`config.mk`:
```
export PLATFORM = sky130hd
export DESIGN_NAME = cpl_commutation_preset_loader
export DESIGN_NICKNAME = d
export VERILOG_FILES = /design/src/common/cpl_pkg.sv /design/src/logic/cpl_commutation_preset_loader.sv
export SDC_FILE = /design/constraint.sdc
export NUM_CORES = 1
export LEC_CHECK = 0
export ABC_AREA = 1
export BUFFER_PORTS_ARGS = -buffer_cell sky130_fd_sc_hd__buf_2
export CORE_ASPECT_RATIO = 0.7
export CORE_MARGIN = 5
export CORE_UTILIZATION = 50
export CTS_BUF_LIST = sky130_fd_sc_hd__clkbuf_2
export CTS_CLUSTER_SIZE = 20
export DETAILED_ROUTE_END_ITERATION = 16
export PLACE_DENSITY = 0.8
export RECOVER_POWER = 100
export SLEW_MARGIN = 20
export SYNTH_ARGS = -nofsm -noshare
export SYNTH_HDL_FRONTEND = slang
export SYNTH_SLANG_ARGS = --single-unit
```
`constraint.sdc`:
```
create_clock -name ref_clk -period 1.54 [get_ports ref_clk]
set_clock_uncertainty 0.2 [all_clocks]
set_input_delay 0.462 -clock ref_clk [delete_from_list [all_inputs] [get_ports ref_clk]]
set_output_delay 0.462 -clock ref_clk [all_outputs]
set_load 0.01 [all_outputs]
```
`src/common/cpl_pkg.sv`:
```
package cpl_pkg;

  // ****************************************************************
  // Register map
  // ****************************************************************
  localparam int ADDR_W = 8;
  localparam logic [ADDR_W-1:0] OFS_ACTIVE = 8'h78;
  localparam logic [ADDR_W-1:0] OFS_NEXT = 8'h7c;
  localparam logic [31:0] RST_NEXT = 32'h00000000;
  localparam logic [31:0] RST_ACTIVE = 32'h00000000;
  // Writable bits; reserved bits read back as zero
  localparam logic [31:0] WMASK_PRESET = 32'h3f773f3f;

  // ****************************************************************
  // Bus answers
  // ****************************************************************
  localparam logic [1:0] RESP_OKAY = 2'h0;
  localparam logic [1:0] RESP_SLVERR = 2'h2;

  // ****************************************************************
  // Trigger source codes
  // ****************************************************************
  localparam logic [2:0] TRG_TIMER0 = 3'h0;
  localparam logic [2:0] TRG_TIMER1 = 3'h1;
  localparam logic [2:0] TRG_TIMER2 = 3'h2;
  localparam logic [2:0] TRG_HALL = 3'h3;
  localparam logic [2:0] TRG_CMP0 = 3'h4;
  localparam logic [2:0] TRG_CMP1 = 3'h5;
  localparam logic [2:0] TRG_RSVD = 3'h6;
  localparam logic [2:0] TRG_OFF = 3'h7;

  localparam int NUM_OUT = 6;

  // ****************************************************************
  // Commutation word, same layout for preset and active copies
  // ****************************************************************
  typedef struct packed {
    logic [1:0] rsv31;
    logic cmp1TriggerEnable;
    logic cmp0TriggerEnable;
    logic [1:0] cmp1PlusInputSelect;
    logic [1:0] cmp0PlusInputSelect;
    logic rsv23;
    logic [2:0] phaseTriggerSource;
    logic rsv19;
    logic [2:0] predictedHallState;
    logic [1:0] rsv15;
    logic [NUM_OUT-1:0] overrideEnable;
    logic [1:0] rsv7;
    logic [NUM_OUT-1:0] overrideLevel;
  } cpl_word_t;

  // Trigger events from neighbouring blocks, one-cycle pulses
  typedef struct packed {
    logic [2:0] timer;
    logic comparatorOne;
    logic comparatorZero;
  } cpl_events_t;

endpackage

```
`src/logic/cpl_commutation_preset_loader.sv`:
```
// Decided for this implementation: register access over AXI4-Lite.
`timescale 1ns/1ps
// How it works
// - On load trigger, copy preset comparator 1 trigger enable into active register.
// - On load trigger, copy preset comparator 0 trigger enable into active register.
// - On load trigger, copy preset comparator 1 plus-input select into active register.
// - On load trigger, copy preset comparator 0 plus-input select into active register.
// - On load trigger, copy preset trigger-source field into active register.
// - Codes 000, 001, 010 trigger on timer 0, 1, 2 events.
// - Code 011 triggers on hall match; 100 comparator 0; 101 comparator 1.
// - Code 111 disables automatic loading; 110 is reserved, never triggers.
// - A three-bit software field holds the predicted next hall state.
// - Code 011: on any hall change, compare capture inputs with prediction; load on match.
// - On load trigger, copy all six override enables into active register.
// - On load trigger, copy all six override levels into active register.
// - Each output is overridden per the active enables and levels.
// - Enabled channel: level 0 forces output low, level 1 forces high.
module cpl_commutation_preset_loader #(
  parameter int NUM_OUT = cpl_pkg::NUM_OUT
) (
  input wire logic ref_clk,
  input wire logic rstn,
  // AXI4-Lite slave
  input wire logic [cpl_pkg::ADDR_W-1:0] s_axi_awaddr,
  input wire logic s_axi_awvalid,
  output logic s_axi_awready,
  input wire logic [31:0] s_axi_wdata,
  input wire logic [3:0] s_axi_wstrb,
  input wire logic s_axi_wvalid,
  output logic s_axi_wready,
  output logic [1:0] s_axi_bresp,
  output logic s_axi_bvalid,
  input wire logic s_axi_bready,
  input wire logic [cpl_pkg::ADDR_W-1:0] s_axi_araddr,
  input wire logic s_axi_arvalid,
  output logic s_axi_arready,
  output logic [31:0] s_axi_rdata,
  output logic [1:0] s_axi_rresp,
  output logic s_axi_rvalid,
  input wire logic s_axi_rready,
  // Trigger events, same clock
  input wire cpl_pkg::cpl_events_t events,
  // Timer 2 capture pins {input2, input1, input0}, asynchronous
  input wire logic [2:0] timer2CaptureIn,
  // Raw PWM generator outputs
  input wire logic [NUM_OUT-1:0] pwmIn,
  // Overridden PWM outputs
  output logic [NUM_OUT-1:0] pwmOut,
  // Active commutation word for comparator and PWM blocks
  output cpl_pkg::cpl_word_t activeCommutationReg,
  // Pulse: a phase change has just loaded
  output logic phaseLoaded
);

  // ****************************************************************
  // Helpers
  // ****************************************************************

  // Merge a write under byte strobes, keeping reserved bits at zero
  function automatic logic [31:0] strobeMerge(
    input logic [31:0] old,
    input logic [31:0] data,
    input logic [3:0] strb
  );
    logic [31:0] res;
    res = old;
    for (int b = 0; b < 4; b++) begin
      if (strb[b]) begin
        res[b*8 +: 8] = data[b*8 +: 8];
      end
    end
    return res & cpl_pkg::WMASK_PRESET;
  endfunction

  // Register decode, shared by read and write paths
  function automatic logic isMapped(input logic [cpl_pkg::ADDR_W-1:0] a);
    return (a == cpl_pkg::OFS_NEXT) || (a == cpl_pkg::OFS_ACTIVE);
  endfunction

  // Word returned for a read; unmapped addresses read as zero
  function automatic logic [31:0] readWord(
    input logic [cpl_pkg::ADDR_W-1:0] a,
    input cpl_pkg::cpl_word_t nextWord,
    input cpl_pkg::cpl_word_t activeWord
  );
    logic [31:0] res;
    res = '0;
    if (a == cpl_pkg::OFS_NEXT) begin
      res = nextWord;
    end else if (a == cpl_pkg::OFS_ACTIVE) begin
      res = activeWord;
    end
    return res;
  endfunction

  // ****************************************************************
  // Write channel
  // ****************************************************************
  logic awReady_r, awReady_nxt;
  logic awHeld_r, awHeld_nxt;
  logic [cpl_pkg::ADDR_W-1:0] awAddr_r, awAddr_nxt;
  logic wReady_r, wReady_nxt;
  logic wHeld_r, wHeld_nxt;
  logic [31:0] wData_r, wData_nxt;
  logic [3:0] wStrb_r, wStrb_nxt;
  logic bValid_r, bValid_nxt;
  logic [1:0] bResp_r, bResp_nxt;
  logic doWrite;

  // Address and data taken in either order; answer once both held
  always_comb begin
    awHeld_nxt = awHeld_r;
    awAddr_nxt = awAddr_r;
    wHeld_nxt = wHeld_r;
    wData_nxt = wData_r;
    wStrb_nxt = wStrb_r;
    bValid_nxt = bValid_r;
    bResp_nxt = bResp_r;
    doWrite = awHeld_r && wHeld_r && !bValid_r;
    if (s_axi_awvalid && awReady_r) begin
      awHeld_nxt = 1'b1;
      awAddr_nxt = s_axi_awaddr;
    end
    if (s_axi_wvalid && wReady_r) begin
      wHeld_nxt = 1'b1;
      wData_nxt = s_axi_wdata;
      wStrb_nxt = s_axi_wstrb;
    end
    if (bValid_r && s_axi_bready) begin
      bValid_nxt = 1'b0;
    end
    if (doWrite) begin
      awHeld_nxt = 1'b0;
      wHeld_nxt = 1'b0;
      bValid_nxt = 1'b1;
      // Unmapped address: error answer, no register touched
      bResp_nxt = isMapped(awAddr_r) ? cpl_pkg::RESP_OKAY : cpl_pkg::RESP_SLVERR;
    end
    // Ready only while nothing is held, one write under way
    awReady_nxt = !awHeld_nxt && !bValid_nxt;
    wReady_nxt = !wHeld_nxt && !bValid_nxt;
  end

  always_ff @(posedge ref_clk or negedge rstn) begin
    if (!rstn) begin
      awReady_r <= 1'b1;
      awHeld_r <= 1'b0;
      awAddr_r <= '0;
      wReady_r <= 1'b1;
      wHeld_r <= 1'b0;
      wData_r <= '0;
      wStrb_r <= '0;
      bValid_r <= 1'b0;
      bResp_r <= cpl_pkg::RESP_OKAY;
    end else begin
      awReady_r <= awReady_nxt;
      awHeld_r <= awHeld_nxt;
      awAddr_r <= awAddr_nxt;
      wReady_r <= wReady_nxt;
      wHeld_r <= wHeld_nxt;
      wData_r <= wData_nxt;
      wStrb_r <= wStrb_nxt;
      bValid_r <= bValid_nxt;
      bResp_r <= bResp_nxt;
    end
  end

  // ****************************************************************
  // Hall input synchroniser
  // ****************************************************************
  logic [2:0] hallMeta_r, hallMeta_nxt;
  logic [2:0] hallSync_r, hallSync_nxt;
  logic [2:0] hallPrev_r, hallPrev_nxt;
  logic [2:0] hallPrimed_r, hallPrimed_nxt;

  // Pins are asynchronous; only the second and third stages feed logic
  always_comb begin
    hallMeta_nxt = timer2CaptureIn;
    hallSync_nxt = hallMeta_r;
    hallPrev_nxt = hallSync_r;
    // Stages reset to zero, not to the pin level, so wait for real samples
    hallPrimed_nxt = {hallPrimed_r[1:0], 1'b1};
  end

  always_ff @(posedge ref_clk or negedge rstn) begin
    if (!rstn) begin
      hallMeta_r <= '0;
      hallSync_r <= '0;
      hallPrev_r <= '0;
      hallPrimed_r <= '0;
    end else begin
      hallMeta_r <= hallMeta_nxt;
      hallSync_r <= hallSync_nxt;
      hallPrev_r <= hallPrev_nxt;
      hallPrimed_r <= hallPrimed_nxt;
    end
  end

  // ****************************************************************
  // Load trigger
  // ****************************************************************
  cpl_pkg::cpl_word_t next_r, next_nxt;
  cpl_pkg::cpl_word_t active_r, active_nxt;
  logic hallChange;
  logic hallMatch;
  logic loadTrigger;

  // Trigger picked by the source field of the active word
  always_comb begin
    // Gated until primed: a false edge after reset would commutate
    hallChange = hallPrimed_r[2] && (hallSync_r != hallPrev_r);
    // Prediction is always taken from the preset copy
    hallMatch = hallChange && (hallSync_r == next_r.predictedHallState);
    unique case (active_r.phaseTriggerSource)
      cpl_pkg::TRG_TIMER0: loadTrigger = events.timer[0];
      cpl_pkg::TRG_TIMER1: loadTrigger = events.timer[1];
      cpl_pkg::TRG_TIMER2: loadTrigger = events.timer[2];
      cpl_pkg::TRG_HALL: loadTrigger = hallMatch;
      cpl_pkg::TRG_CMP0: loadTrigger = events.comparatorZero;
      cpl_pkg::TRG_CMP1: loadTrigger = events.comparatorOne;
      cpl_pkg::TRG_RSVD: loadTrigger = 1'b0;
      cpl_pkg::TRG_OFF: loadTrigger = 1'b0;
    endcase
  end

  // ****************************************************************
  // Preset and active word
  // ****************************************************************
  logic loaded_r, loaded_nxt;
  logic writeNext;
  logic writeActive;

  // Software writes and the hardware load; the load wins a tie
  always_comb begin
    writeNext = doWrite && (awAddr_r == cpl_pkg::OFS_NEXT);
    writeActive = doWrite && (awAddr_r == cpl_pkg::OFS_ACTIVE);
    next_nxt = next_r;
    active_nxt = active_r;
    if (writeNext) begin
      next_nxt = strobeMerge(next_r, wData_r, wStrb_r);
    end
    if (writeActive) begin
      active_nxt = strobeMerge(active_r, wData_r, wStrb_r);
    end
    // Whole word in one edge, so no mix of old and new fields
    if (loadTrigger) begin
      active_nxt = next_r;
    end
    loaded_nxt = loadTrigger;
  end

  always_ff @(posedge ref_clk or negedge rstn) begin
    if (!rstn) begin
      next_r <= cpl_pkg::RST_NEXT;
      active_r <= cpl_pkg::RST_ACTIVE;
      loaded_r <= 1'b0;
    end else begin
      next_r <= next_nxt;
      active_r <= active_nxt;
      loaded_r <= loaded_nxt;
    end
  end

  // ****************************************************************
  // Output override
  // ****************************************************************
  logic [NUM_OUT-1:0] pwmOut_r, pwmOut_nxt;

  // Override uses the word now active, one cycle after the load
  always_comb begin
    for (int i = 0; i < NUM_OUT; i++) begin
      pwmOut_nxt[i] = active_r.overrideEnable[i] ?
                      active_r.overrideLevel[i] : pwmIn[i];
    end
  end

  // Registered so the pins never glitch while the word changes
  always_ff @(posedge ref_clk or negedge rstn) begin
    if (!rstn) begin
      pwmOut_r <= '0;
    end else begin
      pwmOut_r <= pwmOut_nxt;
    end
  end

  // ****************************************************************
  // Read channel
  // ****************************************************************
  logic arReady_r, arReady_nxt;
  logic rValid_r, rValid_nxt;
  logic [31:0] rData_r, rData_nxt;
  logic [1:0] rResp_r, rResp_nxt;

  // One read at a time; data captured when the address is taken
  always_comb begin
    arReady_nxt = arReady_r;
    rValid_nxt = rValid_r;
    rData_nxt = rData_r;
    rResp_nxt = rResp_r;
    if (rValid_r && s_axi_rready) begin
      rValid_nxt = 1'b0;
      arReady_nxt = 1'b1;
    end
    if (s_axi_arvalid && arReady_r) begin
      arReady_nxt = 1'b0;
      rValid_nxt = 1'b1;
      // Snapshot at the address edge; a load one cycle later shows next read
      rResp_nxt = isMapped(s_axi_araddr) ? cpl_pkg::RESP_OKAY : cpl_pkg::RESP_SLVERR;
      rData_nxt = readWord(s_axi_araddr, next_r, active_r);
    end
  end

  always_ff @(posedge ref_clk or negedge rstn) begin
    if (!rstn) begin
      arReady_r <= 1'b1;
      rValid_r <= 1'b0;
      rData_r <= '0;
      rResp_r <= cpl_pkg::RESP_OKAY;
    end else begin
      arReady_r <= arReady_nxt;
      rValid_r <= rValid_nxt;
      rData_r <= rData_nxt;
      rResp_r <= rResp_nxt;
    end
  end

  // ****************************************************************
  // Outputs, all from flip-flops
  // ****************************************************************
  assign s_axi_awready = awReady_r;
  assign s_axi_wready = wReady_r;
  assign s_axi_bvalid = bValid_r;
  assign s_axi_bresp = bResp_r;
  assign s_axi_arready = arReady_r;
  assign s_axi_rvalid = rValid_r;
  assign s_axi_rdata = rData_r;
  assign s_axi_rresp = rResp_r;
  assign pwmOut = pwmOut_r;
  assign activeCommutationReg = active_r;
  assign phaseLoaded = loaded_r;

endmodule // cpl_commutation_preset_loader

```
[Yosys cells after proc, flatten, opt, wreduce, memory -nomap -nowiden]
Cells that the tools add are included.
Operators by class
  eq/ne operators: 13
  reduce and logical (&&, ||, !) cells: 35
  muxes and demuxes: 27
Operator list (count)
  $mux 32: 4
  $eq 8x7->1 const B: 4
  $mux 6: 3
  $mux 1: 16
  $reduce_and 2->1: 8
  $logic_and 1x1->1: 13
  $eq 3x3->1 const B: 4
  $reduce_bool 2->1: 6
  $mux 7: 1
  $pmux 1 s7: 1
  $eq 3x2->1 const B: 2
  $logic_not 1->1: 4
  $mux 2: 2
  $eq 3x1->1 const B: 1
  $eq 3x3->1: 1
  $logic_not 3->1: 1
  $ne 3x3->1: 1
  $logic_or 1x1->1: 2
  $reduce_or 2->1: 1
Word-level totals
  word-level logic and storage cells: 115
  register bits after elaboration: 160
  output and inout port bits: 80
  input bits: 73

[Logic depth before layout (Yosys ltp)]
  depth after elaboration: 6
  gate-level depth with buffers: 12
  depth with buffers taken out: 11

[Worst setup path before layout]
No wires, ideal clock.
  path kind: input to register
  start: input s_axi_araddr[1] in the netlist's numbering
  end: register rData_r[16], in the netlist s_axi_rdata[16]
  setup slack: -79 ps
  library setup time: 66 ps
  required time: 1274 ps
  path buffers: 1
  arrival: 1353 ps
  cell stages on the path: 7
  cell sequence: or2_1 -> nor3_2 -> nand2_1 -> buf_2 -> o22ai_1 -> nand2_1 -> nand2_1
Between the ends
  cells in the longest elaborated chain, start to end: 3
  elaborated cells on any way between the ends: 4
  those cells by class: eq/ne: 2; mux: 2
RTL lines
  start: declaration: line cpl_commutation_preset_loader.sv:34  | input wire logic [cpl_pkg::ADDR_W-1:0] s_axi_araddr,
  $eq 8x7->1: line cpl_commutation_preset_loader.sv:90  | end else if (a == cpl_pkg::OFS_ACTIVE) begin
  $mux 32: line cpl_commutation_preset_loader.sv:90
  $mux 32 *: line cpl_commutation_preset_loader.sv:88  | if (a == cpl_pkg::OFS_NEXT) begin
  end signal: assignment: line cpl_commutation_preset_loader.sv:322  | rData_r <= rData_nxt;
  end: declaration: line cpl_commutation_preset_loader.sv:291  | logic [31:0] rData_r, rData_nxt;
Mark *: on every way between the ends. The rest lies on a longest branch, timed or not.
A chain may end at the register's enable or synchronous reset.

[Final worst setup path]
  start: register active_r (netlist bit activeCommutationReg[20])
  end: output activeCommutationReg[20] in the netlist's numbering
RTL lines
  start: declaration: line cpl_commutation_preset_loader.sv:203  | cpl_pkg::cpl_word_t active_r, active_nxt;
  start signal: assignment: line cpl_commutation_preset_loader.sv:255  | active_r <= cpl_pkg::RST_ACTIVE;
  start signal: assignment: line cpl_commutation_preset_loader.sv:259  | active_r <= active_nxt;
  end: declaration: line cpl_commutation_preset_loader.sv:50  | output cpl_pkg::cpl_word_t activeCommutationReg,
No word-level cell between the ends.

==> impl_metrics.sql <==
INSERT INTO impl_metrics (metric_group, metric, value, unit) VALUES
('power_and_ir_drop', 'vdd_ir_drop_max', '1.08', 'mV'),
('floorplan', 'rows', '33', ''),
('detailed_routing', 'drt_pre_antenna_iters', '11', ''),
('yosys', 'synth_top_area_share', '54.0', '%'),
('finish', 'num-nets-final', '1115', ''),
('cts', 'cts_max_path_buffers', '2', ''),
('power_and_ir_drop', 'power_density', '1790', 'nW/µm²'),
('yosys', 'seq_area_frac_synth', '55.3', '%'),
('worst_setup_path', 'maximum_fanout_along_the_worst_path', '2', ''),
('cts', 'cts_tree', 'done', ''),
('floorplan', 'dieArea', '14700', 'µm²'),
('floorplan', 'floorplan.core_area', '11900', 'µm²'),
('worst_setup_path', 'endpoint_kind', 'primary output', ''),
('finish', 'mostFrequentLayoutCells', 'sky130_fd_sc_hd__nand2_1, sky130_fd_sc_hd__dfrtp_1, sky130_fd_sc_hd__buf_2, sky130_fd_sc_hd__buf_4, sky130_fd_sc_hd__inv_1', ''),
('worst_setup_path', 'start_kind', 'register', ''),
('yosys', 'synth_flop_cell', 'sky130_fd_sc_hd__dfrtp_1', ''),
('detailed_routing', 'wire_length_per_cell', '23.3', 'µm'),
('global_route', 'overflow', '0', ''),
('yosys', 'synth_area_leader_cell', 'sky130_fd_sc_hd__dfrtp_1', ''),
('global_route', 'grt_first_pass_wirelength', '36400', 'µm'),
('outcome', 'failed_checks', 'setup timing', ''),
('worst_setup_path', 'worst-endpoint-arrival', '1470', 'ps'),
('sta', 'worstMarginPinSlew', '921', 'ps'),
('yosys', 'synth.distinct_cells', '29', ''),
('sta', 'finalHoldViolations', '0', ''),
('sta', 'rsz0062_at_grt', 'yes', ''),
('sta', 'fmax', '0.469', 'GHz'),
('placement', 'placement.io_buffers', '126', ''),
('outcome', 'status', 'finished, violations left', ''),
('floorplan', 'design.portCount', '153', ''),
('placement', 'detailedPlacementHpwl', '11800', 'µm'),
('detailed_routing', 'ant_nets', '0', ''),
('global_route', 'grt_max_degree', '45', ''),
('yosys', 'post_synth_edffs', '0', ''),
('cts', 'numCtsBuffers', '17', ''),
('cts', 'cts.sinks', '136', ''),
('cts', 'cts_max_level', '4', ''),
('placement', 'preCtsSetupSlack', '-258', 'ps'),
('detailed_routing', 'detail_route.iter0.violations', '1476', ''),
('floorplan', 'initial_utilization', '51.8', '%'),
('floorplan', 'die_width', '143', 'µm'),
('yosys', 'netlist_area', '6160', 'µm²'),
('sta', 'final_period_minus_worst_setup_slack', '2130', 'ps'),
('yosys', 'post_synth.cell_area_avg', '8.33', 'µm²'),
('yosys', 'ys_seq_elements', '136', ''),
('sta', 'timing.max_slew.rel_slack', '38.5', '%'),
('finish', 'drive_gt1_share', '39.1', '%'),
('placement', 'place.gp.congestion', '0.862', ''),
('cts', 'clk_root_buffer_cell', 'sky130_fd_sc_hd__clkbuf_2', ''),
('finish', 'area_growth_syn_to_layout', '56.4', '%'),
('detailed_routing', 'vias', '7558', ''),
('power_and_ir_drop', 'p_leak', '5.06', 'nW'),
('global_route', 'total_routing_usage_gr', '32.2', '%'),
('run', 'max_cap_viol_count', '0', ''),
('detailed_routing', 'drc', '0', ''),
('finish', 'final.fill_count', '619', ''),
('yosys', 'postSynth.asyncResetShare', '100', '%'),
('worst_setup_path', 'crit_path_kind', 'register to primary output', ''),
('sta', 'setup-violations-final', '143', ''),
('finish', 'utilization', '81.0', '%'),
('worst_setup_path', 'critical_path_required', '880', 'ps'),
('sta', 'worst_slack', '-591', 'ps'),
('global_route', 'grt_antenna_before_repair', '1', ''),
('cts', 'worstSkewPairLatency', '770', 'ps'),
('sta', 'maxSlewViolCount', '0', ''),
('yosys', 'yosys_warnings', '0', ''),
('detailed_routing', 'drt-vias-per-instance', '6.23', ''),
('detailed_routing', 'drt_wl_total', '28200', 'µm'),
('global_route', 'first_global_vias', '6728', ''),
('yosys', 'netlist_instances', '740', ''),
('yosys', 'leading_post_synthesis_cells_by_cell_area', 'sky130_fd_sc_hd__dfrtp_1, sky130_fd_sc_hd__nand2_1, sky130_fd_sc_hd__inv_1', ''),
('min_path', 'worst_hold_path_type', 'primary input to register', ''),
('sta', 'layout_worst_path_cycle_share', '138', '%'),
('finish', 'layout.cells.most_common', 'sky130_fd_sc_hd__nand2_1', ''),
('cts', 'clk_pin_slew', '240', 'ps'),
('floorplan', 'die_height', '103', 'µm');
-- synthesized netlist by cell type (all sizes together) (2+ instances only) --
master / instances
nor2: 9
buf: 40
inv: 85
nor3: 3
o22ai: 24
o21ai: 55
nand2: 280
dfrtp: 133
dfstp: 3
clkbuf: 14
a21oi: 4
nand4: 25
clkinv: 2
conb: 2
nand3: 57
-- worst max-delay path, cell delays in order, from the launching register on --
cell,delay (ps)
sky130_fd_sc_hd__dfrtp_2,480
sky130_fd_sc_hd__buf_6,120
sky130_fd_sc_hd__buf_6,110
-- worst paths after layout --
kind	to	slack (ps)	start	cells after the start
worst max-delay path	activeCommutationReg[20]	-590	activeCommutationReg[20]	2
worst min-delay path	s_axi_rdata[27]	110	s_axi_araddr[7]	7
worst max register to register	activeCommutationReg[4]	-450	activeCommutationReg[20]	10
worst min register to register	hallPrimed_r[2]	180	hallPrimed_r[1]	0
max in group asynchronous	wHeld_r	-180	rstn	3
min in group asynchronous	s_axi_awready	380	rstn	2
-- metrics by stage --
step                setup TNS [ps]  area [µm²]  total power, mW  std cells  hold WS [ps]
floorplan                    -1080        6270             8.39        757         -33.6
global placement            -12130        7230             10.0       1032           132
detailed placement          -14920        7230             10.2       1032           135
CTS                         -41840        9200             15.1       1185          7.20
global route                -58000        9630             17.7       1212           117
finish                      -47610        9640             17.2       1213           114
-- flip-flops by register name, indices dropped and copies added (netlist names), 3 cells and up --
register / count
activeCommutationReg: 24
next_r: 24
s_axi_rdata: 24
wData_r: 24
awAddr_r: 8
pwmOut: 6
wStrb_r: 4
hallMeta_r: 3
hallPrev_nxt: 3
hallPrev_r: 3
hallPrimed_r: 3
-- routing by layer --
metal / share of wire (%) / routed length [µm] / track usage, % / up-vias
li1: - / - / - / 2933
met1: 35 / 9820 / 42.4 / 3516
met2: 43 / 12100 / 49.8 / 825
met3: 14 / 4010 / 9.50 / 284
met4: 8.2 / 2320 / 14.6 / 0
met5: 0 / 0 / 0 / -
-- what timing repair did --
item,4_1_cts,5_1_grt
setup endpoints to repair,111,130
gates cloned,15,1
pin swaps,30,23
endpoints found under the hold margin,191,1
setup buffers,53,28
gates resized for setup,134,83
hold buffers,54,1
-- final cells by class --
class | instances | area, µm² | area share (%)
flip-flops and latches | 136 | 3410 | 35.4
clock inverters | 14 | 180 | 1.87
diodes | 1 | 2.50 | 0.0260
well taps | 157 | 196 | 2.04
inverters | 87 | 333 | 3.45
clock buffers | 18 | 90.1 | 0.935
repair buffers | 314 | 2660 | 27.6
multi-input cells | 486 | 2760 | 28.7
-- where the power goes --
group / leakage (nW) / total, mW / internal [mW] / switching (mW)
Combinational: 3.19 / 8.98 / 3.78 / 5.20
Clock: 0.151 / 2.53 / 1.05 / 1.48
Sequential: 1.72 / 5.72 / 4.63 / 1.09
Total: 5.06 / 17.2 / 9.46 / 7.77
-- cells by family (layout without fill, tap and decap cells) --
group	after synthesis	after routing	share of synthesized area (%)
buf+inv	141	433	10.9
compound gates	84	84	7.33
simple gates	377	383	26.4
flops	136	136	55.3
other cells	2	20	0.122
Note: power is estimated with default switching activity, not from simulation.
